$ cat config.mk
export PLATFORM = sky130hd
export DESIGN_NAME = ocpc_top
export DESIGN_NICKNAME = d
export VERILOG_FILES = /design/src/logic/ocpc_top.v
export VERILOG_INCLUDE_DIRS = /design/src /design/src/logic
export SDC_FILE = /design/constraint.sdc
export NUM_CORES = 1
export LEC_CHECK = 0
export ABC_AREA = 1
export BUFFER_PORTS_ARGS = -buffer_cell sky130_fd_sc_hd__buf_2
export CELL_PAD_IN_SITES_DETAIL_PLACEMENT = 0
export CELL_PAD_IN_SITES_GLOBAL_PLACEMENT = 2
export CORE_ASPECT_RATIO = 1.75
export CORE_MARGIN = 5
export CORE_UTILIZATION = 25
export DETAILED_ROUTE_END_ITERATION = 6
export GPL_TIMING_DRIVEN = 0
export PLACE_DENSITY = 0.92
export SLEW_MARGIN = 20
export SYNTH_ARGS = -nofsm -noshare
export SYNTH_HDL_FRONTEND = slang
export SYNTH_SLANG_ARGS = --single-unit
$ cat constraint.sdc
create_clock -name core_clk_in -period 1.56 [get_ports core_clk_in]
set_input_delay 0.312 -clock core_clk_in [delete_from_list [all_inputs] [get_ports core_clk_in]]
set_output_delay 0.312 -clock core_clk_in [all_outputs]
set_load 0.01 [all_outputs]
$ cat src/logic/ocpc_map.vh
`ifndef OCPC_MAP_VH
`define OCPC_MAP_VH

// --------------------------------------------------------------
// Register byte offsets
// --------------------------------------------------------------
`define OCPC_RUN_CFG_ADDR    12'h060
`define OCPC_XLAT_ADDR       12'h064
`define OCPC_EXT_CFG_ADDR    12'h070

// --------------------------------------------------------------
// Run-mode clock configuration fields
// --------------------------------------------------------------
`define OCPC_MAIN_OSCILLATOR_OFF_BIT    0
`define OCPC_INTERNAL_OSCILLATOR_OFF_BIT    1
`define OCPC_SRC_HI          5
`define OCPC_SRC_LO          4
`define OCPC_CRYSTAL_VALUE_CODE_HI         9
`define OCPC_CRYSTAL_VALUE_CODE_LO         6
`define OCPC_BYPASS_BIT      11
`define OCPC_RSVD_ONE_BIT    12
`define OCPC_PWRDN_BIT       13

// --------------------------------------------------------------
// Extended clock configuration fields
// --------------------------------------------------------------
`define OCPC_EXT_SRC_HI      6
`define OCPC_EXT_SRC_LO      4
`define OCPC_EXT_USE_BIT     31

// --------------------------------------------------------------
// Translation fields
// --------------------------------------------------------------
`define OCPC_MULT_HI         13
`define OCPC_MULT_LO         5
`define OCPC_DIV_HI          4
`define OCPC_DIV_LO          0

// --------------------------------------------------------------
// Reset values
// --------------------------------------------------------------
`define OCPC_RST_SRC         2'h1
`define OCPC_RST_CRYSTAL_VALUE_CODE        4'hb
`define OCPC_RST_INTERNAL_OSCILLATOR_OFF    1'h0
`define OCPC_RST_MAIN_OSCILLATOR_OFF    1'h1
`define OCPC_RST_BYPASS      1'h1
`define OCPC_RST_PWRDN       1'h1
`define OCPC_RST_EXT_USE     1'h0
`define OCPC_RST_EXT_SRC     3'h1
`define OCPC_RST_EXT_BYPASS  1'h1
`define OCPC_RST_EXT_PWRDN   1'h1

// --------------------------------------------------------------
// Translation table defaults
// --------------------------------------------------------------
`define OCPC_MULT_DEFAULT    9'h190
`define OCPC_RST_DIV         5'h05

`endif

$ cat src/logic/ocpc_top.v
`timescale 1ns/100ps
// Overview of operation
// [RQ1] Bits 5:4 select main 0, internal 1 (reset), internal/4 2 or 30 kHz 3.
// [RQ2] Bit 1 stops the internal oscillator when 1 and resets to 0.
// [RQ3] Bit 0 stops the main oscillator when 1, which is its reset value.
// [RQ4] Config bits 3:2 read zero and software preserves them on rewrite.
// [RQ5] The translation loads at reset and reloads on a new crystal code.
// [RQ6] PLL output is oscillator times multiplier over divider plus one.
// [RQ7] Translation bits 13:5 hold the read-only PLL multiplier.
// [RQ8] Translation bits 4:0 hold the read-only PLL input divider.
// [RQ9] Translation bits 31:14 read zero and writes to it do nothing.
// [RQ10] Config bits 9:6 hold the crystal code, reset 0xb for 6 MHz.
// [RQ11] With use-extended set, source, bypass and power-down follow it.
// [RQ12] Rewriting the same crystal code leaves multiplier and divider alone.
`include "ocpc_map.vh"

module ocpc_top (
  input  wire        core_clk_in,
  input  wire        reset_n_in,
  input  wire        hsel_in,
  input  wire [31:0] haddr_in,
  input  wire [1:0]  htrans_in,
  input  wire        hwrite_in,
  input  wire [2:0]  hsize_in,
  input  wire [31:0] hwdata_in,
  input  wire        hready_in,
  output wire        hreadyout_out,
  output wire        hresp_out,
  output wire [31:0] hrdata_out,
  output wire [2:0]  osc_source_out,
  output wire        internal_osc_run_out,
  output wire        main_osc_run_out,
  output wire        pll_bypass_out,
  output wire        pll_power_down_out,
  output wire [8:0]  pll_mult_out,
  output wire [4:0]  pll_div_out
);

  // ------------------------------------------------------------
  // Crystal code to PLL settings
  // ------------------------------------------------------------
  // Divider is the crystal rounded to whole MHz minus one
  function [4:0] ocpc_div_of;
    input [3:0] code;
    begin
      case (code)
        4'h0:    ocpc_div_of = 5'h00;
        4'h1:    ocpc_div_of = 5'h01;
        4'h2:    ocpc_div_of = 5'h01;
        4'h3:    ocpc_div_of = 5'h01;
        4'h4:    ocpc_div_of = 5'h03;
        4'h5:    ocpc_div_of = 5'h03;
        4'h6:    ocpc_div_of = 5'h03;
        4'h7:    ocpc_div_of = 5'h03;
        4'h8:    ocpc_div_of = 5'h04;
        4'h9:    ocpc_div_of = 5'h04;
        4'ha:    ocpc_div_of = 5'h04;
        4'hb:    ocpc_div_of = 5'h05;
        4'hc:    ocpc_div_of = 5'h05;
        4'hd:    ocpc_div_of = 5'h06;
        4'he:    ocpc_div_of = 5'h07;
        default: ocpc_div_of = 5'h07;
      endcase
    end
  endfunction

  // Word address match on the decoded low bits
  function ocpc_hit;
    input [11:0] addr;
    input [11:0] base;
    begin
      ocpc_hit = (addr == base);
    end
  endfunction

  // ------------------------------------------------------------
  // Registers
  // ------------------------------------------------------------
  reg        hready_q;
  reg        rd_pend_q;
  reg        wr_pend_q;
  reg [11:0] addr_q;
  reg [31:0] hrdata_q;
  reg [1:0]  src_q;
  reg [3:0]  crystal_value_code_q;
  reg        internal_oscillator_off_q;
  reg        main_oscillator_off_q;
  reg        bypass_q;
  reg        pwrdn_q;
  reg        ext_use_q;
  reg [2:0]  ext_src_q;
  reg        ext_bypass_q;
  reg        ext_pwrdn_q;
  reg [8:0]  mult_q;
  reg [4:0]  div_q;
  reg [2:0]  osc_src_q;
  reg        internal_oscillator_run_q;
  reg        main_oscillator_run_q;
  reg        pll_bypass_q;
  reg        pll_pwrdn_q;
  reg        hresp_q;
  reg [31:0] rd_word_d;
  reg [1:0]  src_d;
  reg [3:0]  crystal_value_code_d;
  reg        internal_oscillator_off_d;
  reg        main_oscillator_off_d;
  reg        bypass_d;
  reg        pwrdn_d;
  reg        ext_use_d;
  reg [2:0]  ext_src_d;
  reg        ext_bypass_d;
  reg        ext_pwrdn_d;
  reg [8:0]  mult_d;
  reg [4:0]  div_d;
  reg [2:0]  osc_src_d;
  reg        internal_oscillator_run_d;
  reg        main_oscillator_run_d;
  reg        pll_bypass_d;
  reg        pll_pwrdn_d;

  wire       accept;
  wire       wr_run;
  wire       wr_ext;
  wire [3:0] new_crystal_value_code;
  wire [31:0] run_rd;
  wire [31:0] ext_rd;
  wire [31:0] xlat_rd;

  assign accept   = hsel_in & htrans_in[1] & hready_in;
  assign wr_run   = wr_pend_q & ocpc_hit(addr_q, `OCPC_RUN_CFG_ADDR);
  assign wr_ext   = wr_pend_q & ocpc_hit(addr_q, `OCPC_EXT_CFG_ADDR);
  assign new_crystal_value_code = hwdata_in[`OCPC_CRYSTAL_VALUE_CODE_HI:`OCPC_CRYSTAL_VALUE_CODE_LO];

  assign run_rd = {18'h00000, pwrdn_q, 1'h1, bypass_q, 1'h0, crystal_value_code_q,
                   src_q, 2'h0, internal_oscillator_off_q, main_oscillator_off_q}; // RQ4
  assign ext_rd = {ext_use_q, 2'h0, 6'h00, 9'h000, ext_pwrdn_q, 1'h0,
                   ext_bypass_q, 4'h0, ext_src_q, 4'h0};
  assign xlat_rd = {18'h00000, mult_q, div_q}; // RQ9

  // ------------------------------------------------------------
  // Bus slave
  // ------------------------------------------------------------
  // Reads take one wait state so a write just before is seen
  always @(posedge core_clk_in or negedge reset_n_in) begin
    if (!reset_n_in) begin
      hready_q  <= 1'h1;
      rd_pend_q <= 1'h0;
      wr_pend_q <= 1'h0;
      addr_q    <= 12'h000;
      hrdata_q  <= 32'h00000000;
      hresp_q   <= 1'h0;
    end else begin
      hresp_q   <= 1'h0;
      wr_pend_q <= accept & hwrite_in;
      rd_pend_q <= accept & ~hwrite_in;
      if (accept) begin
        addr_q <= {haddr_in[11:2], 2'h0};
      end
      if (accept & ~hwrite_in) begin
        hready_q <= 1'h0;
      end else begin
        hready_q <= 1'h1;
      end
      if (rd_pend_q) begin
        hrdata_q <= rd_word_d;
      end
    end
  end

  // Unmapped words read zero and ignore writes
  always @* begin
    case (addr_q)
      `OCPC_RUN_CFG_ADDR: rd_word_d = run_rd;
      `OCPC_XLAT_ADDR:    rd_word_d = xlat_rd; // RQ9
      `OCPC_EXT_CFG_ADDR: rd_word_d = ext_rd;
      default:            rd_word_d = 32'h00000000;
    endcase
  end

  // ------------------------------------------------------------
  // Configuration registers
  // ------------------------------------------------------------
  // Fields hold unless their own register is written
  always @* begin
    src_d        = src_q;
    crystal_value_code_d       = crystal_value_code_q;
    internal_oscillator_off_d   = internal_oscillator_off_q;
    main_oscillator_off_d   = main_oscillator_off_q;
    bypass_d     = bypass_q;
    pwrdn_d      = pwrdn_q;
    ext_use_d    = ext_use_q;
    ext_src_d    = ext_src_q;
    ext_bypass_d = ext_bypass_q;
    ext_pwrdn_d  = ext_pwrdn_q;
    if (wr_run) begin
      src_d      = hwdata_in[`OCPC_SRC_HI:`OCPC_SRC_LO]; // RQ1
      crystal_value_code_d     = new_crystal_value_code; // RQ10
      internal_oscillator_off_d = hwdata_in[`OCPC_INTERNAL_OSCILLATOR_OFF_BIT]; // RQ2
      main_oscillator_off_d = hwdata_in[`OCPC_MAIN_OSCILLATOR_OFF_BIT]; // RQ3
      bypass_d   = hwdata_in[`OCPC_BYPASS_BIT];
      pwrdn_d    = hwdata_in[`OCPC_PWRDN_BIT];
    end
    if (wr_ext) begin
      ext_use_d    = hwdata_in[`OCPC_EXT_USE_BIT];
      ext_src_d    = hwdata_in[`OCPC_EXT_SRC_HI:`OCPC_EXT_SRC_LO];
      ext_bypass_d = hwdata_in[`OCPC_BYPASS_BIT];
      ext_pwrdn_d  = hwdata_in[`OCPC_PWRDN_BIT];
    end
  end

  always @(posedge core_clk_in or negedge reset_n_in) begin
    if (!reset_n_in) begin
      src_q        <= `OCPC_RST_SRC; // RQ1
      crystal_value_code_q       <= `OCPC_RST_CRYSTAL_VALUE_CODE; // RQ10
      internal_oscillator_off_q   <= `OCPC_RST_INTERNAL_OSCILLATOR_OFF; // RQ2
      main_oscillator_off_q   <= `OCPC_RST_MAIN_OSCILLATOR_OFF; // RQ3
      bypass_q     <= `OCPC_RST_BYPASS;
      pwrdn_q      <= `OCPC_RST_PWRDN;
      ext_use_q    <= `OCPC_RST_EXT_USE;
      ext_src_q    <= `OCPC_RST_EXT_SRC;
      ext_bypass_q <= `OCPC_RST_EXT_BYPASS;
      ext_pwrdn_q  <= `OCPC_RST_EXT_PWRDN;
    end else begin
      src_q        <= src_d;
      crystal_value_code_q       <= crystal_value_code_d;
      internal_oscillator_off_q   <= internal_oscillator_off_d;
      main_oscillator_off_q   <= main_oscillator_off_d;
      bypass_q     <= bypass_d;
      pwrdn_q      <= pwrdn_d;
      ext_use_q    <= ext_use_d;
      ext_src_q    <= ext_src_d;
      ext_bypass_q <= ext_bypass_d;
      ext_pwrdn_q  <= ext_pwrdn_d;
    end
  end

  // ------------------------------------------------------------
  // Translation register
  // ------------------------------------------------------------
  // Only a changed code reloads, so the PLL inputs never glitch
  always @* begin
    mult_d = mult_q;
    div_d  = div_q;
    if (wr_run && (new_crystal_value_code != crystal_value_code_q)) begin // RQ12
      mult_d = `OCPC_MULT_DEFAULT; // RQ5
      div_d  = ocpc_div_of(new_crystal_value_code); // RQ5
    end
  end

  always @(posedge core_clk_in or negedge reset_n_in) begin
    if (!reset_n_in) begin
      mult_q <= `OCPC_MULT_DEFAULT; // RQ5
      div_q  <= `OCPC_RST_DIV; // RQ5
    end else begin
      mult_q <= mult_d;
      div_q  <= div_d;
    end
  end

  // ------------------------------------------------------------
  // Clock control outputs
  // ------------------------------------------------------------
  // Override resolved before the flop so the PLL sees one settled set
  always @* begin
    if (ext_use_q) begin
      osc_src_d    = ext_src_q; // RQ11
      pll_bypass_d = ext_bypass_q; // RQ11
      pll_pwrdn_d  = ext_pwrdn_q; // RQ11
    end else begin
      osc_src_d    = {1'h0, src_q}; // RQ1
      pll_bypass_d = bypass_q;
      pll_pwrdn_d  = pwrdn_q;
    end
    internal_oscillator_run_d = ~internal_oscillator_off_q; // RQ2
    main_oscillator_run_d = ~main_oscillator_off_q; // RQ3
  end

  always @(posedge core_clk_in or negedge reset_n_in) begin
    if (!reset_n_in) begin
      osc_src_q    <= {1'h0, `OCPC_RST_SRC};
      internal_oscillator_run_q   <= 1'h1;
      main_oscillator_run_q   <= 1'h0;
      pll_bypass_q <= `OCPC_RST_BYPASS;
      pll_pwrdn_q  <= `OCPC_RST_PWRDN;
    end else begin
      osc_src_q    <= osc_src_d;
      internal_oscillator_run_q   <= internal_oscillator_run_d;
      main_oscillator_run_q   <= main_oscillator_run_d;
      pll_bypass_q <= pll_bypass_d;
      pll_pwrdn_q  <= pll_pwrdn_d;
    end
  end

  assign hreadyout_out        = hready_q;
  assign hresp_out            = hresp_q;
  assign hrdata_out           = hrdata_q;
  assign osc_source_out       = osc_src_q;
  assign internal_osc_run_out = internal_oscillator_run_q;
  assign main_osc_run_out     = main_oscillator_run_q;
  assign pll_bypass_out       = pll_bypass_q;
  assign pll_power_down_out   = pll_pwrdn_q;
  assign pll_mult_out         = mult_q; // RQ6 RQ7
  assign pll_div_out          = div_q; // RQ6 RQ8

endmodule // ocpc_top

=== After elaboration in Yosys (flattened, before gate mapping) ===
Memories as Yosys holds them, arrays and structs flattened. A register that Yosys moved wholly into a read port is not among the register bits.
Cells that the tools add are included.

* Memory bits (read-only): 48
* Memories kept: 1
* Register bits: 73
* Output and inout bits: 55

* Reductions and logical operators: 2
* Bitwise operators: 9
* Mux-type cells: 5
* Equality and inequality tests: 4

{| class="wikitable"
|+ Memory list
! memory !! words !! width !! read ports !! clocked after Yosys merged registers in !! wr ports !! RTL line !! text
|-
| (no name shown) || 16 || 3 || 1 || 1 || 0 || ocpc_top.v:46 || <nowiki>case (code)</nowiki>
|}

{| class="wikitable"
|+ Operator list
! cell !! count
|-
| case mux 32 bit (3 select lines) || 1
|-
| equality test 10 x 5 -> 1 bit (second input constant) || 3
|-
| AND 1 bit || 6
|-
| != test 4 bit || 1
|-
| 2-to-1 mux 1 bit || 3
|-
| 2-to-1 mux 3 bit || 1
|-
| NOT 1 bit || 3
|-
| logical AND 1 bit || 1
|-
| zero test 1 bit || 1
|}

=== Logic depth before layout (Yosys ltp) ===
* Word-level depth: 4
* Mapped depth: 9
* Gate-level depth less buffers: 8

=== Worst setup path after synthesis ===
OpenSTA, ideal clock, no wires.

* Path kind: register to register
* Start: register addr_q[4]
* End: register div_q[1] (netlist: pll_div_out[1])
* Setup time: 118 ps
* Data arrival time: 1141 ps
* Cell stages (with the launch flop): 10
* Slack: 301 ps
* Clock period less this slack: 1259 ps
* Buffers on the path: 1
* Data required time: 1442 ps
* Cells stage by stage: dfrtp_1 inv_2 nand2_2 nor2_4 nand3_4 nor2_4 buf_6 nand2_2 nand2_1 nand2_1

* Word-level cells in the longest chain between the ends: 3

{| class="wikitable"
|+ RTL lines
! item !! RTL line !! text
|-
| start, declared || ocpc_top.v:82 || <nowiki>reg [11:0] addr_q;</nowiki>
|-
| start signal, assigned || ocpc_top.v:157 || <nowiki>addr_q <= {haddr_in[11:2], 2'h0};</nowiki>
|-
| equality test 10 x 5 -> 1 bit || ocpc_top.v:72 || <nowiki>ocpc_hit = (addr == base);</nowiki>
|-
| AND 1 bit || ocpc_top.v:130 || <nowiki>assign wr_run = wr_pend_q & ocpc_hit(addr_q, `OCPC_RUN_CFG_ADDR);</nowiki>
|-
| logical AND 1 bit || ocpc_top.v:244 || <nowiki>if (wr_run && (new_crystal_value_code != crystal_value_code_q)) begin</nowiki>
|-
| end, declared || ocpc_top.v:95 || <nowiki>reg [4:0] div_q;</nowiki>
|}

No other way between the ends.
A chain may end at the register's enable or synchronous reset.

=== Worst setup path in the final report ===
* Start: register addr_q[3]
* End: register hrdata_q[13] (netlist: hrdata_out[13])

* Word-level cells in the longest chain between the ends: 2
* Elaborated cells on any way between the ends: 4
* Those cells by class: 3 x eq/ne; 1 x mux

{| class="wikitable"
|+ RTL lines
! item !! RTL line !! text
|-
| equality test 10 x 5 -> 1 bit || ocpc_top.v:172 || <nowiki>case (addr_q)</nowiki>
|-
| case mux 32 bit (3 select lines) (*) || ocpc_top.v:172 ||
|-
| end signal, assigned || ocpc_top.v:165 || <nowiki>hrdata_q <= rd_word_d;</nowiki>
|-
| end, declared || ocpc_top.v:83 || <nowiki>reg [31:0] hrdata_q;</nowiki>
|}

Mark *: on every way between the ends. The rest lies on a longest branch, timed or not.

==> summary.md <==
| Metric | Value |
|---|---|
| Longest Clk Path Bufs | 2 |
| Hold Crit Start | hwrite_in |
| Total Nets Final | 463 |
| RSZ-0062 raised after global routing | false |
| GRT overflow | 0 |
| Worst Setup End Kind | flip-flop |
| Die height | 144 um |
| Synthesized area | 2570 um^2 |
| Routed wire per std cell | 12.0 um |
| Startpoint types | flip-flop |
| CTS Root Cell | clkbuf_16 |
| Post-synth cell types | 28 |
| CTS H-tree lvls | 2 |
| Vias per cell | 3.93 |
| Ys async rst share | 100% |
| Worst-path maximum fanout | 7 |
| Post-synth top area share | 34.0% |
| Synth Instances | 298 |
| Cell Pwr Density | 883 nW/um^2 |
| Status | complete, no violations |
| Port bufs | 50 |
| P_leak | 0.00180 uW |
| Sw Share | 24.1% |
| Vias in the first global route | 2,106 |
| Area growth syn-to-layout | 28.7% |
| TritonCTS Buffers | 5 |
| CP arrival | 1.66 ns |
| Max-cap violation count | 0 |
| Seq pwr share | 49.2% |
| Insertion delay to the later sink of the worst-skew pair | 0.29 ns |
| Worst reg2reg path startpoint | addr_q[3] |
| Clock-pin slew on the worst setup and hold paths | 0.06 ns |
| Initial Util | 25.3% |
| Clk network pwr share | 39.2% |
| DR DRC count | 0 |
| Largest cells by area after synthesis | dfrtp_1 (34%), dfstp_2 (17%), nand2_1 (11%), buf_4 (9.3%), inv_1 (4.4%) |
| Die W | 86.7 um |
| Slew Viols, Final | 0 |
| Final Skew | 0.00480 ns |
| Setup TNS | 0 ns |
| Post-layout min period | 1.43 ns |
| # diodes | 0 |
| Die area | 12,500 um^2 |
| Placed Area | 3110 um^2 |
| CP Data Required Time | 1.79 ns |
| Comb pwr share | 11.6% |
| Layout fillers | 1,122 |
| Synthesized area per cell | 8.63 um^2 |
| Detail Route Antenna Nets | 0 |
| Row count | 49 |
| Setup-failing EPs final | 0 |
| Top_reg_cell synth | dfrtp_1 |
| Final hold violations | 0 |
| Placer congestion estimate | 0.749 |
| Final period util | 91.6% |
| Largest net degree at the start of global routing | 33 |
| Antenna violations before repair | 0 |
| Slew headroom | 66.5% |
| Post-synth EDFFs | 0 |
| Ports | 129 |
| GRT Total Usage | 10.6% |
| Internal power | 2220 uW |
| CTS tree | done |
| Peak supply drop | 401 uV |
| Crit-path max cell delay | 0.42 ns |
| Worst Tran Pin Value | 0.502 ns |
| Hold WC Path Type | in -> reg |
| Initial drt markers | 90 |
| Clk sinks | 52 |
| Share of cells above drive strength 1 | 34.1% |
| Cts repair resizes | 0 |
| Cell area after layout | 3310 um^2 |
| Most common cell after layout, fill and taps aside | nand2_1 |
| #FFs+latches synth | 52 |
| Number of detailed-route iterations in the first pass | 4 |
| Dpl hpwl | 4.96 mm |
| Post-synth top area cell | dfrtp_1 |
| Via count | 2,031 |
| Kind of critical path | reg -> reg |
| Sequential fraction of the synthesis area | 51.4% |
| Fmax | 700 MHz |
| Routed WL | 6.20 mm |
| Critical-path cell list | nor2_4 > nand2_2 > nor2_4 > nand3_2 > o21ai_4 > nand2_1 > nand2_1 |
| Yosys warns | 0 |
| NetSw | 706 uW |
| Critical path's slowest cell | dfrtp_1 |
| Core Area | 10,200 um^2 |
| Worst Setup SP | addr_q[3] |
| First-pass GRT wire length | 10.2 mm |
| Most frequent cells in the layout | nand2_1 (74), buf_2 (51), dfrtp_1 (35) |
-- power by group through the flow --
stage               Combinational [uW]  Clock, uW  Sequential, uW
floorplan                          227          0            1460
global placement                   326          0            1460
detailed placement                 339          0            1460
CTS                                341       1170            1440
global route                       387       1220            1440
finish                             340       1150            1440
-- sequential cells by signal (all words and copies together), names as in the netlist, 2 cells and up --
register / count
hrdata_out: 13
osc_source_out: 3
addr_q: 10
ext_src_q: 3
pll_div_out: 3
src_q: 2
crystal_value_code_q: 4
-- worst paths after layout --
kind                                        end  slack [ns]  depth (start not counted)
max                              hrdata_out[13]        0.13                          7
min                                   rd_pend_q        0.19                          2
max reg2reg                      hrdata_out[13]        0.13                          7
min reg2reg                internal_osc_run_out        0.38                          1
max in group asynchronous         hreadyout_out        0.42                          3
min in group asynchronous         hrdata_out[8]        0.52                          2
-- what timing repair did --
action | CTS | global route
buffers inserted | 0 | 3
hold buffers | 1 | 0
setup endpoints to repair | 0 | 5
endpoints found under the hold margin | 3 | 0
-- cells in the mapped netlist, types with 5 or more instances --
master / n
buf_4: 32
nand4_1: 5
nand3_1: 12
o21ai_0: 22
dfstp_2: 17
inv_1: 30
nor2_1: 21
a21oi_1: 12
o21ai_1: 6
nand2_1: 74
nand2_2: 6
dfrtp_1: 35
-- metal layers --
| layer | track usage, % | routed length (um) |
|---|---|---|
| met1 | 10.9 | 2250 |
| met2 | 20.1 | 3400 |
| met3 | 2.39 | 427 |
| met4 | 4.43 | 124 |
| met5 | 0 | 0 |
-- logic make-up after synthesis --
kind of cell / count (synthesis) / share of synthesized area (%)
xor gates and xnor gates: 1 / 0.341
buffers and inverters: 72 / 15.5
AOI/OAI and AO/OA: 43 / 9.10
muxes: 1 / 0.438
DFF: 52 / 51.4
other: 2 / 0.292
and+or+nand+nor: 127 / 22.9
-- per-stage QoR --
step	util, %	setup slack, ns	power [uW]	hold WS, ns	instances
6_report	32.5	0.131	2930	0.192	517
5_1_grt	32.5	0.00672	3050	0.196	517
4_1_cts	32.2	0.0998	2950	0.188	514
3_5_place_dp	30.6	0.114	1800	0.309	505
3_3_place_gp	30.4	0.122	1790	0.381	504
2_1_floorplan	-	0.301	1690	0.0164	327
-- cell type report --
cell class	count	area (um^2)	share of cell area (%)
well taps	127	159	4.80
multi-input cells	203	960	29.0
inverters	34	128	3.85
repair buffers	55	315	9.52
flip-flops and latches	52	1320	39.9
clock buffers	8	156	4.72
plain buffers	38	272	8.20
-- worst max-delay path, delay by kind of cell, from the launching register on --
kind / cells / cell delay, ns
simple gates: 6 / 0.81
compound gates: 1 / 0.14
flops: 1 / 0.42
Power figures use the tool's default switching activity.
